<file path="config.mk">
export PLATFORM = sky130hd
export DESIGN_NAME = lvdm_monitor
export DESIGN_NICKNAME = d
export VERILOG_FILES = /design/src/verilog/lvdm_pkg.sv /design/src/verilog/lvdm_monitor.sv /design/src/verilog/lvdm_sync.sv
export VERILOG_INCLUDE_DIRS = /design/src /design/src/verilog
export SDC_FILE = /design/constraint.sdc
export NUM_CORES = 1
export LEC_CHECK = 0
export BUFFER_PORTS_ARGS = -buffer_cell sky130_fd_sc_hd__buf_2
export CAP_MARGIN = 10
export CORE_MARGIN = 2
export CORE_UTILIZATION = 44
export CTS_BUF_LIST = sky130_fd_sc_hd__clkbuf_4 sky130_fd_sc_hd__clkbuf_8 sky130_fd_sc_hd__clkbuf_16
export DETAILED_ROUTE_END_ITERATION = 8
export PLACE_DENSITY = 0.76
export SYNTH_ARGS = -nofsm -noshare
export SYNTH_HDL_FRONTEND = slang
export SYNTH_SLANG_ARGS = --single-unit
</file>
<file path="constraint.sdc">
create_clock -name mclk -period 1.8 [get_ports mclk]
set_input_delay 0.18 -clock mclk [delete_from_list [all_inputs] [get_ports mclk]]
set_output_delay 0.18 -clock mclk [all_outputs]
set_load 0.02 [all_outputs]
</file>
<file path="src/verilog/lvdm_defs.svh">
/*
  Constants for the low voltage detect monitor: register offsets,
  field positions, reset values and timing counts.
  Assumes it is included by bare name from the design files and the bench.
*/
`ifndef LVDM_DEFS_SVH
`define LVDM_DEFS_SVH

// byte offsets on the register bus
`define LVDM_ADDR_W 8
`define LVDM_ADDR_CTRL 8'h00
`define LVDM_ADDR_IEN 8'h04
`define LVDM_ADDR_FLAGS 8'h08
`define LVDM_ADDR_STAT 8'h0c
`define LVDM_ADDR_MASK 8'h10

// lvd_control fields
`define LVDM_CTRL_SEL_HI 2
`define LVDM_CTRL_SEL_LO 0
`define LVDM_CTRL_EN_BIT 4
`define LVDM_CTRL_FLAG_BIT 5
`define LVDM_RST_SEL 3'h0
`define LVDM_RST_BIT 1'b0

// interrupt enable fields
`define LVDM_IEN_LVD_BIT 0
`define LVDM_IEN_GRP_BIT 1
`define LVDM_IEN_GLB_BIT 2

// request flag fields
`define LVDM_FLG_LVD_BIT 0
`define LVDM_FLG_GRP_BIT 1

// event status and mask fields
`define LVDM_ST_W 3
`define LVDM_ST_LOW_BIT 0
`define LVDM_ST_REQ_BIT 1
`define LVDM_ST_WAKE_BIT 2
`define LVDM_RST_ST 3'h0

// timing
`define LVDM_CLK_PERIOD_NS 10
`define LVDM_IRQ_DELAY_NS 1000
`define LVDM_IRQ_DELAY_CYC \
  ((`LVDM_IRQ_DELAY_NS + `LVDM_CLK_PERIOD_NS - 1) / `LVDM_CLK_PERIOD_NS)
`define LVDM_CNT_W 8

`endif

</file>
<file path="src/verilog/lvdm_pkg.sv">
/*
  Types for the low voltage detect monitor.
  Assumes lvdm_defs.svh holds all numeric constants.
*/
package lvdm_pkg;

  // register selected by the current bus address
  typedef enum logic [2:0] {
    REG_CTRL,
    REG_IEN,
    REG_FLAGS,
    REG_STAT,
    REG_MASK,
    REG_NONE
  } lvdm_reg_e;

  // trip level codes, lowest to highest supply threshold
  typedef enum logic [2:0] {
    LVL_2V0,
    LVL_2V2,
    LVL_2V4,
    LVL_2V7,
    LVL_3V0,
    LVL_3V3,
    LVL_3V6,
    LVL_4V0
  } lvdm_level_e;

endpackage : lvdm_pkg

</file>
<file path="src/verilog/lvdm_monitor.sv">
/*
  Low voltage detect monitor: control register, comparator sync, delayed
  request flag, grouped interrupt request, wake-up edge and an event
  interrupt unit, all behind an APB slave.
  Assumes mclk is the always-on monitor clock and cmpLowRaw comes
  straight from the analog comparator (high while supply is low).
*/
// Our own choices: the address map and the APB slave port.
// How it works
// enable bit powers detector on or off
// three-bit code selects one of eight levels
// flag bit reads one while supply low
// unused control bits read zero, ignore writes
// detector keeps running in low-power modes
// software waits settle time before trusting flag
// flag may chatter; logic tolerates repeated edges
// request set only after delay of low flag
// request routed through the shared group request
// any request rising edge wakes the device
// wake edge logic runs on always-on clock
// software presets flag high to block wake
// set request holds until serviced or cleared
// service clears group flag; software clears source
// software clears flag before enabling interrupt
// global and source enables needed for vector
// servicing clears global enable, blocking interrupts
// comparator passes two-stage synchroniser first
// delay counter restarts when supply recovers
`timescale 1ns/1ps
`include "lvdm_defs.svh"
module lvdm_monitor (
  input wire logic mclk, // monitor clock, 100 MHz
  input wire logic reset, // synchronous, active high
  input wire logic psel, // apb select
  input wire logic penable, // apb access phase
  input wire logic pwrite, // apb direction, high for write
  input wire logic [`LVDM_ADDR_W-1:0] paddr, // apb byte address
  input wire logic [31:0] pwdata, // apb write data
  output logic [31:0] prdata, // apb read data
  output logic pready, // apb ready
  output logic pslverr, // apb error on unmapped address
  input wire logic cmpLowRaw, // async comparator, high = supply low
  input wire logic irqServiceAck, // cpu takes the group vector
  output logic detectorPowerEn, // powers detector and reference
  output logic [2:0] thresholdCode, // trip level to the reference
  output logic groupVectorReq, // group vector request to the cpu
  output logic wakeUp, // wake pulse, one cycle per request flag edge
  output logic irq // level event interrupt
);

  localparam logic [`LVDM_CNT_W-1:0] DLY_LAST =
    `LVDM_CNT_W'(`LVDM_IRQ_DELAY_CYC - 1);

  lvdm_pkg::lvdm_reg_e regSel;
  logic syncLow;
  logic lowVoltageFlag;
  logic lowPrev;
  logic [`LVDM_CNT_W-1:0] delayCount;
  logic delayDone;
  logic hwSet;
  logic lvdIrqRequest;
  logic lvdPrev;
  logic groupIrqRequest;
  logic grpPrev;
  logic lvdIrqEnable;
  logic groupIrqEnable;
  logic globalIrqEnable;
  logic [`LVDM_ST_W-1:0] status;
  logic [`LVDM_ST_W-1:0] mask;
  logic [`LVDM_ST_W-1:0] events;
  logic [31:0] next_rdata;
  logic accessCycle;
  logic fire;
  logic wrCtrl;
  logic wrIen;
  logic wrFlags;
  logic wrMask;
  logic rdStat;
  logic lvdRise;
  logic grpRise;
  logic grpSet;

  ////////////////////////////////////////////////////////////////////////////
  // apb slave

  // address decode
  always_comb
  begin
    if (paddr == `LVDM_ADDR_CTRL)
      regSel = lvdm_pkg::REG_CTRL;
    else if (paddr == `LVDM_ADDR_IEN)
      regSel = lvdm_pkg::REG_IEN;
    else if (paddr == `LVDM_ADDR_FLAGS)
      regSel = lvdm_pkg::REG_FLAGS;
    else if (paddr == `LVDM_ADDR_STAT)
      regSel = lvdm_pkg::REG_STAT;
    else if (paddr == `LVDM_ADDR_MASK)
      regSel = lvdm_pkg::REG_MASK;
    else
      regSel = lvdm_pkg::REG_NONE;
  end

  // one wait state so that every bus output comes from a flop
  assign accessCycle = psel && penable && !pready;
  assign fire = psel && penable && pready;
  assign wrCtrl = fire && pwrite && (regSel == lvdm_pkg::REG_CTRL);
  assign wrIen = fire && pwrite && (regSel == lvdm_pkg::REG_IEN);
  assign wrFlags = fire && pwrite && (regSel == lvdm_pkg::REG_FLAGS);
  assign wrMask = fire && pwrite && (regSel == lvdm_pkg::REG_MASK);
  assign rdStat = fire && !pwrite && (regSel == lvdm_pkg::REG_STAT);

  // read mux; unused bits stay zero
  always_comb
  begin
    next_rdata = '0;
    case (regSel)
      lvdm_pkg::REG_CTRL:
      begin
        // unused bits zero
        next_rdata[`LVDM_CTRL_SEL_HI:`LVDM_CTRL_SEL_LO] = thresholdCode;
        next_rdata[`LVDM_CTRL_EN_BIT] = detectorPowerEn;
        // flag readback
        next_rdata[`LVDM_CTRL_FLAG_BIT] = lowVoltageFlag;
      end
      lvdm_pkg::REG_IEN:
      begin
        next_rdata[`LVDM_IEN_LVD_BIT] = lvdIrqEnable;
        next_rdata[`LVDM_IEN_GRP_BIT] = groupIrqEnable;
        next_rdata[`LVDM_IEN_GLB_BIT] = globalIrqEnable;
      end
      lvdm_pkg::REG_FLAGS:
      begin
        next_rdata[`LVDM_FLG_LVD_BIT] = lvdIrqRequest;
        next_rdata[`LVDM_FLG_GRP_BIT] = groupIrqRequest;
      end
      lvdm_pkg::REG_STAT: next_rdata[`LVDM_ST_W-1:0] = status;
      lvdm_pkg::REG_MASK: next_rdata[`LVDM_ST_W-1:0] = mask;
      default: next_rdata = '0;
    endcase
  end

  // bus answer flops
  always_ff @(posedge mclk)
  begin
    if (reset)
    begin
      pready <= 1'b0;
      pslverr <= 1'b0;
      prdata <= '0;
    end
    else
    begin
      pready <= accessCycle;
      pslverr <= accessCycle && (regSel == lvdm_pkg::REG_NONE);
      if (accessCycle && !pwrite)
        prdata <= next_rdata;
    end
  end

  ////////////////////////////////////////////////////////////////////////////
  // control register

  // detector power switch
  // never gated by sleep: the enable alone keeps it running
  // trip level select
  always_ff @(posedge mclk)
  begin
    if (reset)
    begin
      detectorPowerEn <= `LVDM_RST_BIT;
      thresholdCode <= `LVDM_RST_SEL;
    end
    else if (wrCtrl)
    begin
      detectorPowerEn <= pwdata[`LVDM_CTRL_EN_BIT];
      thresholdCode <= pwdata[`LVDM_CTRL_SEL_HI:`LVDM_CTRL_SEL_LO];
    end
  end

  ////////////////////////////////////////////////////////////////////////////
  // comparator path and delay

  // two-stage synchroniser
  lvdm_sync #(
    .W(1)
  ) u_sync (
    .mclk(mclk),
    .reset(reset),
    .async(cmpLowRaw),
    .synced(syncLow)
  );

  // flag follows the synced comparator; an off detector reads no low
  always_ff @(posedge mclk)
  begin
    if (reset)
    begin
      lowVoltageFlag <= `LVDM_RST_BIT;
      lowPrev <= `LVDM_RST_BIT;
    end
    else
    begin
      lowVoltageFlag <= detectorPowerEn && syncLow;
      lowPrev <= lowVoltageFlag;
    end
  end

  // restart on recovery
  // each new low episode counts afresh, chatter just restarts it
  always_ff @(posedge mclk)
  begin
    if (reset)
    begin
      delayCount <= '0;
      delayDone <= `LVDM_RST_BIT;
    end
    else if (!lowVoltageFlag)
    begin
      delayCount <= '0;
      delayDone <= `LVDM_RST_BIT;
    end
    else if (!delayDone)
    begin
      delayCount <= delayCount + `LVDM_CNT_W'(1);
      delayDone <= (delayCount == DLY_LAST);
    end
  end

  // request only once the delay has run out
  assign hwSet = lowVoltageFlag && !delayDone && (delayCount == DLY_LAST);

  ////////////////////////////////////////////////////////////////////////////
  // request flags and enables

  // flag holds; set wins over a software clear in the same cycle
  // software may also write it high to mask a later wake edge
  always_ff @(posedge mclk)
  begin
    if (reset)
      lvdIrqRequest <= `LVDM_RST_BIT;
    else if (hwSet)
      lvdIrqRequest <= 1'b1;
    else if (wrFlags)
      lvdIrqRequest <= pwdata[`LVDM_FLG_LVD_BIT];
  end

  // detector request feeds the shared group flag
  // the source enable gates it into the group
  assign lvdRise = lvdIrqRequest && !lvdPrev;
  assign grpSet = lvdRise && lvdIrqEnable;

  // service clears only the group flag, never the source flag
  always_ff @(posedge mclk)
  begin
    if (reset)
      groupIrqRequest <= `LVDM_RST_BIT;
    else if (grpSet)
      groupIrqRequest <= 1'b1;
    else if (irqServiceAck)
      groupIrqRequest <= 1'b0;
    else if (wrFlags)
      groupIrqRequest <= pwdata[`LVDM_FLG_GRP_BIT];
  end

  // enable bits; R17 service drops the global enable
  always_ff @(posedge mclk)
  begin
    if (reset)
    begin
      lvdIrqEnable <= `LVDM_RST_BIT;
      groupIrqEnable <= `LVDM_RST_BIT;
      globalIrqEnable <= `LVDM_RST_BIT;
    end
    else
    begin
      if (wrIen)
      begin
        lvdIrqEnable <= pwdata[`LVDM_IEN_LVD_BIT];
        groupIrqEnable <= pwdata[`LVDM_IEN_GRP_BIT];
      end
      // clear global enable
      if (irqServiceAck)
        globalIrqEnable <= 1'b0;
      else if (wrIen)
        globalIrqEnable <= pwdata[`LVDM_IEN_GLB_BIT];
    end
  end

  // vector needs global and group enable with a pending group flag
  always_ff @(posedge mclk)
  begin
    if (reset)
      groupVectorReq <= `LVDM_RST_BIT;
    else
      groupVectorReq <= globalIrqEnable && groupIrqEnable && groupIrqRequest;
  end

  ////////////////////////////////////////////////////////////////////////////
  // wake-up

  // any flag rising edge wakes, whatever the enables
  // mclk is the always-on clock, so this works with the cpu stopped
  assign grpRise = groupIrqRequest && !grpPrev;
  always_ff @(posedge mclk)
  begin
    if (reset)
    begin
      lvdPrev <= `LVDM_RST_BIT;
      grpPrev <= `LVDM_RST_BIT;
      wakeUp <= `LVDM_RST_BIT;
    end
    else
    begin
      lvdPrev <= lvdIrqRequest;
      grpPrev <= groupIrqRequest;
      wakeUp <= lvdRise || grpRise;
    end
  end

  ////////////////////////////////////////////////////////////////////////////
  // event interrupt unit

  // every flag rise is an event, so chatter may post it again
  always_comb
  begin
    events = '0;
    events[`LVDM_ST_LOW_BIT] = lowVoltageFlag && !lowPrev;
    events[`LVDM_ST_REQ_BIT] = hwSet;
    events[`LVDM_ST_WAKE_BIT] = lvdRise || grpRise;
  end

  // read clears only the bits that reached the bus, so a late set survives
  always_ff @(posedge mclk)
  begin
    if (reset)
      status <= `LVDM_RST_ST;
    else if (rdStat)
      status <= (status & ~prdata[`LVDM_ST_W-1:0]) | events;
    else
      status <= status | events;
  end

  // mask register and interrupt line
  always_ff @(posedge mclk)
  begin
    if (reset)
    begin
      mask <= `LVDM_RST_ST;
      irq <= `LVDM_RST_BIT;
    end
    else
    begin
      if (wrMask)
        mask <= pwdata[`LVDM_ST_W-1:0];
      irq <= |(status & mask);
    end
  end

  ////////////////////////////////////////////////////////////////////////////
  // checks

  localparam int A_LAST = `LVDM_IRQ_DELAY_CYC - 1;
  logic [`LVDM_CNT_W-1:0] flagRun;

  // helper: consecutive cycles the flag has been high, saturating
  always_ff @(posedge mclk)
  begin
    if (reset || !lowVoltageFlag)
      flagRun <= '0;
    else if (flagRun != '1)
      flagRun <= flagRun + `LVDM_CNT_W'(1);
  end
endmodule : lvdm_monitor

</file>
<file path="src/verilog/lvdm_sync.sv">
/*
  Two flip-flop synchroniser for asynchronous levels.
  Assumes the input is a slow level; pulses shorter than a clock may be lost.
*/
`timescale 1ns/1ps
module lvdm_sync #(
  parameter int W = 1
) (
  input wire logic mclk, // monitor clock
  input wire logic reset, // synchronous, active high
  input wire logic [W-1:0] async, // level from another domain
  output logic [W-1:0] synced // level safe to use on mclk
);

  logic [W-1:0] stage1;

  // first stage feeds only the second stage
  always_ff @(posedge mclk)
  begin
    if (reset)
    begin
      stage1 <= '0;
      synced <= '0;
    end
    else
    begin
      stage1 <= async;
      synced <= stage1;
    end
  end

endmodule : lvdm_sync
</file>
==> results.rst, run 1 <==
.. list-table::
   :header-rows: 1

   * - Metric
     - Value
   * - Depth of the worst register-to-register path
     - 4
   * - Number of primary I/O pins
     - 88
   * - Data required time of the worst path
     - 2.02 ns
   * - Clock power frac
     - 0.356
   * - Max-cap violations
     - 0
   * - Sw Pwr
     - 0.415 mW
   * - Number of fill cells in the layout
     - 418
   * - Number of distinct standard cells referenced by the synthesized netlist
     - 43
   * - Final hold viol count
     - 0
   * - Share of the cycle needed by the critical path after routing
     - 0.837
   * - Final worst slack
     - 0.293 ns
   * - Gate count after technology mapping
     - 212
   * - Net switching fraction of the power
     - 0.260
   * - Final core utilization
     - 0.495
   * - Final routed wire length divided by cell count
     - 13.1 um
   * - Routed Wire Length
     - 3920 um
   * - Largest family of logic cells by synthesized area
     - simple AND/OR/NAND/NOR gates
   * - Sinks on Clock Net
     - 40
   * - Compound-Gate Fraction of Synth Area
     - 0.125
   * - Cells taking the most area after synthesis
     - sky130_fd_sc_hd__dfxtp_1 42%, sky130_fd_sc_hd__buf_4 11%, sky130_fd_sc_hd__mux2i_1 4.7%, sky130_fd_sc_hd__a21oi_1 3.9%, sky130_fd_sc_hd__o21ai_0 3.1%
   * - Aggregate negative setup slack
     - 0 ns
   * - CP Launch Type
     - register
   * - Worst reg2reg startpoint
     - pready
   * - Count of state elements after synthesis
     - 40
   * - Final net count
     - 295
   * - Category of the critical setup timing path
     - reg2reg
   * - Area share of xor/xnor cells in the synthesized design
     - 0.0228
   * - FMAX
     - 663 MHz
   * - Antenna Diode Count
     - 0
   * - First-pass GRT wire length
     - 6510 um
   * - Worst setup path start
     - pready
   * - Cell depth of the worst min-delay path
     - 2
   * - Post-Syn Area per Cell
     - 9.04 sq um
   * - Portion of the post-synthesis area used by sequential elements
     - 0.418
   * - Number of global-route vias before repair
     - 1,408
   * - Arrival time reported for the critical path endpoint
     - 1.73 ns
   * - Post-CTS Hold Buffers
     - 0
   * - Die area
     - 4900 sq um
   * - Placed cell count
     - 292
   * - Die H
     - 70.0 um
   * - RePlAce Congestion
     - 0.804
   * - Most repeated cell in the gate-level netlist after synthesis
     - sky130_fd_sc_hd__dfxtp_1
   * - Clk slew on worst S/H paths
     - 0.08 ns
   * - Via/cell ratio
     - 5.23
   * - DRC violations left
     - 0
   * - Share of the synthesized area in the top cell type
     - 0.418
   * - Maximum buffer depth of the clock tree
     - 2
   * - Fin Clk Skew
     - 0.0132 ns
   * - Fin. max-slew vios
     - 0
   * - Post-DP Area
     - 2030 sq um
   * - Clock buffer count from CTS
     - 5
   * - Reg-to-reg setup timing slack
     - 0.29 ns
   * - Pre-CTS setup slack
     - 0.239 ns
   * - Port bufs
     - 32
   * - Number of nets with antenna violations after detailed routing
     - 0
   * - Post-synth top flop
     - sky130_fd_sc_hd__dfxtp_1
   * - Core area
     - 4260 sq um
   * - Post-synthesis async set-or-reset flop share
     - 0
   * - Post-synthesis mux area share
     - 0.0587
   * - Horizontal die dimension
     - 70.0 um
   * - Cell taking the most area after synthesis
     - sky130_fd_sc_hd__dfxtp_1
   * - Post-synthesis share of cell area spent on full adders, half adders and majority gates
     - 0.00653
   * - Destination of the worst register-to-register timing path
     - globalIrqEnable
   * - Relative contribution of combinational cells to total power
     - 0.087
   * - Number of search-and-repair iterations in the first detailed-routing pass
     - 4
   * - # setup viols final
     - 0
   * - Highest net fanout along the worst path
     - 7
   * - GR Util All Layers
     - 0.165
   * - Post-synthesis share of cell area spent on and, or, nand and nor gates
     - 0.226
   * - RSZ-0062 raised after global routing
     - false
   * - Cell area after technology mapping
     - 1920 sq um
   * - Total vias in the final route
     - 1,565
   * - Initial cell density of the core
     - 0.450
   * - Number of flops mapped to enable cells by yosys
     - 0
   * - P&R area growth vs syn
     - 10.1%
   * - End point of the critical path
     - globalIrqEnable
   * - Maximum resistive drop on vdd
     - 560 uV
   * - Internal power of the cells
     - 1.18 mW
   * - Warnings, synthesis
     - 0
   * - Sequential power share
     - 0.557
   * - DR iter-0 viols
     - 147
   * - # Post-CTS Setup Buffers
     - 0
   * - Hold WC Path Type
     - in2reg
   * - DPL Wire Length
     - 2900 um
   * - Final critical-path required period
     - 1.51 ns
   * - LEAKAGE
     - 0.883 nW
   * - Post-cts gate resize count
     - 0
   * - Layout cell share with drive strength beyond 1
     - 0.194
   * - Commonest cells in the netlist
     - 40 x sky130_fd_sc_hd__dfxtp_1, 29 x sky130_fd_sc_hd__buf_4, 15 x sky130_fd_sc_hd__a21oi_1
   * - Result of the run
     - complete, no violations
   * - Depth of the CTS H-tree
     - 2
   * - Initial antenna violation count
     - 0
   * - TritonCTS clock tree
     - built
   * - Total congestion overflow after global routing
     - 0
   * - Element type at the critical path end
     - register
   * - Maximum number of pins on one net before global-route repair
     - 17
   * - Post-layout instance area
     - 2110 sq um
   * - Total power per unit cell area
     - 757 nW/um^2
   * - Clock root buffer master
     - sky130_fd_sc_hd__clkbuf_8
   * - # rows
     - 24
   * - Final instance count without filler cells
     - 299
   * - Clock latency at the later pin of the worst-skew pair
     - 0.29 ns
-- power by group through the flow --
stage	clock network, mW	registers [mW]	logic, mW
floorplan	0	0.913	0.133
detailed placement	0	0.911	0.137
global placement	0	0.910	0.135
global route	0.613	0.891	0.150
CTS	0.580	0.890	0.137
finish	0.568	0.890	0.139
-- state kept, by name, indices dropped and copies added, names as in the netlist, 3 cells and up --
name,count
mask,3
prdata,5
status,3
thresholdCode,3
delayCount,8
-- area by class of cell --
cell class / count / area, sq um / area share
Multi-Input combinational cell: 155 / 942 / 0.447
Clock inverter: 2 / 12.5 / 0.00593
Tap cell: 52 / 65.1 / 0.0308
Sequential cell: 40 / 801 / 0.380
Timing Repair Buffer: 35 / 183 / 0.0866
Clock buffer: 5 / 68.8 / 0.0326
Inverter: 10 / 37.5 / 0.0178
-- worst min-delay path by stage --
stage                       start               to  slack (ns)
detailed placement  irqServiceAck  globalIrqEnable        0.38
global route        irqServiceAck  globalIrqEnable        0.07
global placement    irqServiceAck  globalIrqEnable        0.37
finish              irqServiceAck  globalIrqEnable        0.07
floorplan                   reset    u_sync.stage1        0.25
CTS                 irqServiceAck  globalIrqEnable        0.06
-- layout by cell type (no fill, tap or decap), types with 3 or more instances in the layout --
master / netlist / final
sky130_fd_sc_hd__dfxtp_1: 40 / 40
sky130_fd_sc_hd__buf_2: 1 / 32
sky130_fd_sc_hd__conb_1: 1 / 27
sky130_fd_sc_hd__a21oi_1: 15 / 15
sky130_fd_sc_hd__nor2_1: 13 / 13
sky130_fd_sc_hd__o21ai_0: 12 / 12
sky130_fd_sc_hd__inv_1: 10 / 10
sky130_fd_sc_hd__nand3_1: 10 / 10
sky130_fd_sc_hd__nand2_1: 9 / 9
sky130_fd_sc_hd__mux2i_1: 9 / 9
sky130_fd_sc_hd__nand4_1: 6 / 6
sky130_fd_sc_hd__nor3_1: 5 / 5
sky130_fd_sc_hd__clkbuf_8: 0 / 5
sky130_fd_sc_hd__nor2b_1: 4 / 4
sky130_fd_sc_hd__nand2b_1: 3 / 3
sky130_fd_sc_hd__o32ai_1: 3 / 3
sky130_fd_sc_hd__or3_1: 3 / 3
sky130_fd_sc_hd__nand4b_1: 3 / 3
sky130_fd_sc_hd__xor2_1: 3 / 3
sky130_fd_sc_hd__buf_4: 29 / 3
-- cell families after synthesis --
kind of cell               after synthesis
AOI/OAI and AO/OA                       39
xor gates and xnor gates                 5
adders and majority gates                1
buffers and inverters                   43
DFF                                     40
muxes                                   11
other                                    1
and+or+nand+nor                         72
-- routing by layer --
| metal | routed length (um) | GRT usage | vias up |
|---|---|---|---|
| met1 | 1780 | 0.222 | 728 |
| met3 | 287 | 0.0418 | 7 |
| met2 | 1810 | 0.253 | 58 |
| met5 | 0 | 0 | - |
| li1 | - | - | 772 |
| met4 | 43 | 0.0641 | 0 |
-- through the flow --
step                power [mW]  hold slack, ns
detailed placement        1.05           0.375
CTS                       1.61          0.0602
floorplan                 1.05           0.252
global placement          1.05           0.371
finish                    1.60          0.0653
global route              1.65          0.0653
-- worst max-delay path, cell delays in order, from the launching register on --
cell and delay, ns:
sky130_fd_sc_hd__dfxtp_1 0.42, sky130_fd_sc_hd__and4_1 0.30, sky130_fd_sc_hd__and4_1 0.39, sky130_fd_sc_hd__nand3_1 0.12
sky130_fd_sc_hd__a211oi_1 0.22
Power figures use the tool's default switching activity.
==> run 2, diff against run 1 <==
- CORE_UTILIZATION: 44 -> 42
- clock period: 1.8 -> 1.3 ns (I/O delays scaled with it)
==> results.rst, run 2 (same netlist as run 1, synthesis figures left out) <==
.. list-table::
   :header-rows: 1

   * - Metric
     - Value
   * - Net switching fraction of the power
     - 0.246
   * - RePlAce Congestion
     - 0.805
   * - Most frequent standard cell in the layout excluding fill and tap cells
     - sky130_fd_sc_hd__dfxtp_1
   * - Reg-to-reg setup timing slack
     - -0.002 ns
   * - DR iter-0 viols
     - 76
   * - Number of nets with antenna violations after detailed routing
     - 0
   * - Clock buffer count from CTS
     - 5
   * - Final routed wire length divided by cell count
     - 13.9 um
   * - Clock root buffer master
     - sky130_fd_sc_hd__clkbuf_8
   * - Beginning of the worst hold path
     - irqServiceAck
   * - Placed cell count
     - 307
   * - Layout cell share with drive strength beyond 1
     - 0.299
   * - Core area
     - 4380 sq um
   * - GR Util All Layers
     - 0.168
   * - Port bufs
     - 32
   * - Share of the cycle needed by the critical path after routing
     - 1.00
   * - Die H
     - 71.6 um
   * - Met1 routing resource usage after global routing
     - 0.210
   * - Relative contribution of combinational cells to total power
     - 0.089
   * - Highest net fanout along the worst path
     - 4
   * - Final net count
     - 312
   * - Leading cell types in the layout, fill and taps excluded
     - 33 x sky130_fd_sc_hd__dfxtp_1, 32 x sky130_fd_sc_hd__buf_2, 27 x sky130_fd_sc_hd__conb_1
   * - Depth of the CTS H-tree
     - 2
   * - Delay-heaviest family, CP
     - simple AND/OR/NAND/NOR gates
   * - Routed Wire Length
     - 4400 um
   * - Worst reg2reg startpoint
     - pready
   * - TritonCTS clock tree
     - built
   * - Fin. max-slew vios
     - 0
   * - Number of global-route vias before repair
     - 1,484
   * - LEAKAGE
     - 0.987 nW
   * - Internal power of the cells
     - 1.75 mW
   * - Sw Pwr
     - 0.572 mW
   * - DPL Wire Length
     - 3150 um
   * - Initial cell density of the core
     - 0.437
   * - Final worst slack
     - -0.00189 ns
   * - Antenna Diode Count
     - 0
   * - Cell depth of the worst min-delay path
     - 2
   * - P&R area growth vs syn
     - 20.5%
   * - Met3 Usage GRT
     - 0.0577
   * - Category of the critical setup timing path
     - reg2reg
   * - Clock latency at the later pin of the worst-skew pair
     - 0.29 ns
   * - Post-DP Area
     - 2140 sq um
   * - M2 GR Usage
     - 0.270
   * - Depth of the worst register-to-register path
     - 5
   * - Maximum cell stage delay along the critical path
     - 0.35 ns
   * - Critical-path top delay cell
     - sky130_fd_sc_hd__dfxtp_4
   * - Highest-utilization routing layer at the global route stage
     - met2
   * - Sequential power share
     - 0.529
   * - Number of primary I/O pins
     - 88
   * - Maximum number of pins on one net before global-route repair
     - 20
   * - Final critical-path required period
     - 1.30 ns
   * - Violations in the final reports
     - setup timing
   * - Register with the most flip-flops
     - delayCount
   * - Clk slew on worst S/H paths
     - 0.07 ns
   * - Total vias in the final route
     - 1,637
   * - Data required time of the worst path
     - 1.52 ns
   * - Die area
     - 5120 sq um
   * - Pre-CTS setup slack
     - -0.218 ns
   * - Initial antenna violation count
     - 0
   * - Final hold viol count
     - 0
   * - Maximum buffer depth of the clock tree
     - 2
   * - Destination of the worst register-to-register timing path
     - thresholdCode[0]
   * - Worst Hold End
     - globalIrqEnable
   * - Cell chain of the critical path
     - and4_4 -> and4_2 -> buf_4 -> nand3_1 -> a21oi_1
   * - FMAX
     - 768 MHz
   * - Number of flip-flops in the largest register
     - 8
   * - Max-cap violations
     - 0
   * - Largest registers
     - delayCount (8), prdata (5)
   * - DRC violations left
     - 0
   * - Horizontal die dimension
     - 71.6 um
   * - Final core utilization
     - 0.527
   * - Via/cell ratio
     - 5.18
   * - Post-CTS Hold Buffers
     - 0
   * - Element type at the critical path end
     - register
   * - First-pass GRT wire length
     - 6710 um
   * - Result of the run
     - finished with violations
   * - Sum of internal, switching and leakage power
     - 2.33 mW
   * - Final instance count without filler cells
     - 316
   * - Total congestion overflow after global routing
     - 0
   * - Number of buffer and inverter stages on the critical path
     - 1
   * - CP Launch Type
     - register
   * - Clock power frac
     - 0.382
   * - Maximum resistive drop on vdd
     - 475 uV
   * - Hold WC Path Type
     - in2reg
   * - # setup viols final
     - 2
   * - Post-layout instance area
     - 2310 sq um
   * - Sinks on Clock Net
     - 40
   * - Arrival time reported for the critical path endpoint
     - 1.52 ns
   * - Fin Clk Skew
     - 0.0106 ns
   * - Number of search-and-repair iterations in the first detailed-routing pass
     - 4
   * - Total power per unit cell area
     - 1010 nW/um^2
   * - # rows
     - 24
   * - RSZ-0062 raised after global routing
     - true
## run 2: changes by cell type in the layout (fill, tap and decap cells not counted), moves of 2 or more
| cell | previous run | this run |
|---|---|---|
| sky130_fd_sc_hd__dfxtp_1 | 40 | 33 |
| sky130_fd_sc_hd__clkbuf_8 | 5 | 7 |
| sky130_fd_sc_hd__and4_1 | 2 | 0 |
| sky130_fd_sc_hd__dfxtp_2 | 0 | 6 |
| sky130_fd_sc_hd__buf_4 | 3 | 19 |
## run 2: metal layers
metal	up-vias	part of all wire
met5	-	0
li1	799	-
met3	4	0.070
met4	0	0.0091
met2	60	0.49
met1	774	0.43
## run 2: area by class of cell
cell class | count | area (sq um)
clock buffer | 7 | 96.3
fill | 403 | 2070
inverter | 10 | 37.5
multi-input combinational | 155 | 985
sequential | 40 | 812
tap | 52 | 65.1
timing repair buffer | 52 | 314
## run 2: power by group through the flow
stage	Combinational, mW	Clock [mW]	Sequential (mW)
after global placement	0.198	0	1.26
after global routing	0.222	0.942	1.23
after detailed placement	0.201	0	1.26
after floorplan	0.184	0	1.26
after CTS	0.203	0.900	1.23
final	0.207	0.889	1.23
## run 2: timing repair
action,in CTS,in global routing
pin swaps,2,7
gates cloned,0,0
resized for setup,3,13
setup endpoints to repair,9,16
buffers inserted,0,2
## run 2: metrics by stage
stage | TNS, ns | hold slack [ns]
6_report | -0.00301 | 0.0295
5_1_grt | -0.443 | 0.0190
4_1_cts | -0.0120 | 0.0243
3_5_place_dp | -2.14 | 0.331
3_3_place_gp | -1.12 | 0.321
2_1_floorplan | 0 | 0.202
## run 2: worst max-delay path by stage
stage / startpoint / endpoint / slack, ns / cells after the start
finish: pready / thresholdCode[0] / -0.002 / 5
global route: pready / groupIrqRequest / -0.07 / 5
CTS: pready / groupIrqRequest / -0.01 / 5
detailed placement: paddr[6] / status[2] / -0.22 / 5
global placement: paddr[6] / status[2] / -0.18 / 5
floorplan: paddr[6] / status[2] / 0.02 / 4
==> run 3, diff against run 2 <==
- CELL_PAD_IN_SITES_DETAIL_PLACEMENT: not set -> 1
- CELL_PAD_IN_SITES_GLOBAL_PLACEMENT: not set -> 2
- CORE_UTILIZATION: 42 -> 23
- CTS_CLUSTER_DIAMETER: not set -> 150
- PLACE_DENSITY: 0.76 -> not set
- PLACE_DENSITY_LB_ADDON: not set -> 0.1
- SLEW_MARGIN: not set -> 20
==> results.rst, run 3 (same netlist as run 1, synthesis figures left out) <==
.. list-table::
   :header-rows: 1

   * - Metric
     - Value
   * - GR Util All Layers
     - 0.124
   * - Met1 routing resource usage after global routing
     - 0.177
   * - CP Launch Type
     - register
   * - Critical-path top delay cell
     - sky130_fd_sc_hd__dfxtp_4
   * - Core area
     - 8130 sq um
   * - Number of search-and-repair iterations in the first detailed-routing pass
     - 4
   * - Violations in the final reports
     - setup timing
   * - Via/cell ratio
     - 4.34
   * - P&R area growth vs syn
     - 31.5%
   * - Fin Clk Skew
     - 0.0100 ns
   * - Highest-utilization routing layer at the global route stage
     - met2
   * - Final critical-path required period
     - 1.31 ns
   * - Sw Pwr
     - 0.635 mW
   * - Maximum buffer depth of the clock tree
     - 2
   * - Clk slew on worst S/H paths
     - 0.09 ns
   * - Result of the run
     - finished with violations
   * - Initial cell density of the core
     - 0.236
   * - TritonCTS clock tree
     - built
   * - Final worst hold slack
     - 0.0266 ns
   * - Placed cell count
     - 369
   * - Depth of the CTS H-tree
     - 2
   * - # setup viols final
     - 1
   * - Category of the critical setup timing path
     - reg2reg
   * - Register with the most flip-flops
     - delayCount
   * - Highest net fanout along the worst path
     - 4
   * - FMAX
     - 763 MHz
   * - Clock latency at the later pin of the worst-skew pair
     - 0.29 ns
   * - Layout cell share with drive strength beyond 1
     - 0.369
   * - Maximum number of pins on one net before global-route repair
     - 15
   * - Number of primary I/O pins
     - 88
   * - Final worst slack
     - -0.0107 ns
   * - Share of the cycle needed by the critical path after routing
     - 1.01
   * - Sinks on Clock Net
     - 40
   * - # rows
     - 33
   * - DRC violations left
     - 0
   * - First-pass GRT wire length
     - 8490 um
   * - DR iter-0 viols
     - 65
   * - Maximum cell stage delay along the critical path
     - 0.36 ns
   * - Total vias in the final route
     - 1,645
   * - Maximum resistive drop on vdd
     - 519 uV
   * - Relative contribution of combinational cells to total power
     - 0.092
   * - Arrival time reported for the critical path endpoint
     - 1.51 ns
   * - Total power per unit cell area
     - 991 nW/um^2
   * - Number of buffer and inverter stages on the critical path
     - 0
   * - Max-cap violations
     - 0
   * - Clock root buffer master
     - sky130_fd_sc_hd__clkbuf_8
   * - Met3 Usage GRT
     - 0.0269
   * - Number of flip-flops in the largest register
     - 8
   * - Delay-heaviest family, CP
     - simple AND/OR/NAND/NOR gates
   * - Largest registers
     - delayCount (8), prdata (5)
   * - Leading cell types in the layout, fill and taps excluded
     - 32 x sky130_fd_sc_hd__dfxtp_1, 32 x sky130_fd_sc_hd__buf_2, 28 x sky130_fd_sc_hd__buf_4
   * - Element type at the critical path end
     - register
   * - RSZ-0062 raised after global routing
     - true
   * - Hold WC Path Type
     - in2reg
   * - M2 GR Usage
     - 0.188
   * - Die H
     - 95.3 um
   * - Final hold viol count
     - 0
   * - Sequential power share
     - 0.493
   * - RePlAce Congestion
     - 0.713
   * - DPL Wire Length
     - 4090 um
   * - Fin. max-slew vios
     - 0
   * - Internal power of the cells
     - 1.86 mW
   * - Routed Wire Length
     - 5420 um
   * - Final net count
     - 321
   * - Port bufs
     - 32
   * - Final instance count without filler cells
     - 379
   * - Net switching fraction of the power
     - 0.254
   * - Total congestion overflow after global routing
     - 0
   * - Data required time of the worst path
     - 1.50 ns
   * - LEAKAGE
     - 1.06 nW
   * - Initial antenna violation count
     - 0
   * - Number of nets with antenna violations after detailed routing
     - 0
   * - Clock power frac
     - 0.415
   * - Final routed wire length divided by cell count
     - 14.3 um
   * - Die area
     - 9080 sq um
   * - Cell chain of the critical path
     - and4_4 -> nand4_1 -> mux2i_1 -> o32ai_1
   * - Horizontal die dimension
     - 95.3 um
   * - Clock buffer count from CTS
     - 5
   * - Sum of internal, switching and leakage power
     - 2.50 mW
   * - Number of global-route vias before repair
     - 1,622
   * - Antenna Diode Count
     - 0
==> run 3: stage by stage <==
stage	setup WS [ns]	area, sq um	setup TNS (ns)	utilization
after floorplan	0.0170	2020	0	-
after CTS	-0.00711	2420	-0.00711	0.297
after global placement	-0.152	2280	-1.60	0.280
after global routing	-0.0760	2520	-0.202	0.310
after detailed placement	-0.165	2280	-1.48	0.280
final	-0.0107	2520	-0.0107	0.310
==> run 3: layout make-up <==
class	count	area, sq um
clock buffer	5	68.8
clock inverter	3	42.5
fill	978	5610
inverter	10	37.5
multi-input combinational	155	1040
sequential	40	813
tap	105	131
timing repair buffer	61	382
==> run 3: final timing paths <==
check,startpoint,to,slack (ns),cells past startpoint
setup reg to reg,pready,groupIrqRequest,-0.01,4
hold reg to reg,prdata[4],prdata[4],0.45,2
hold / removal,irqServiceAck,globalIrqEnable,0.03,2
setup / recovery,pready,groupIrqRequest,-0.01,4
==> run 3: repair_timing <==
| item | CTS | global route |
|---|---|---|
| gates resized for setup | 8 | 27 |
| setup endpoints to repair | 10 | 17 |
| hold buffers | 0 | 0 |
| setup buffers | 0 | 2 |
| pin swaps | 4 | 16 |
==> run 3: power by group through the flow <==
stage	Combinational (mW)	Clock, mW	Sequential [mW]
after floorplan	0.184	0	1.26
after global placement	0.220	0	1.26
after detailed placement	0.219	0	1.26
after CTS	0.221	1.08	1.23
after global routing	0.254	1.12	1.23
final	0.230	1.04	1.23
==> run 3: worst register-to-register path, cell delays in order (launching register included) <==
cell	delay [ns]
sky130_fd_sc_hd__dfxtp_4	0.36
sky130_fd_sc_hd__and4_4	0.23
sky130_fd_sc_hd__nand4_1	0.22
sky130_fd_sc_hd__mux2i_1	0.19
sky130_fd_sc_hd__o32ai_1	0.21
==> run 3: layer usage <==
| layer | wire length [um] | vias to the layer above |
|---|---|---|
| met5 | 0 | - |
| met4 | 50 | 0 |
| met3 | 257 | 5 |
| met2 | 2390 | 40 |
| met1 | 2720 | 779 |
| li1 | - | 821 |
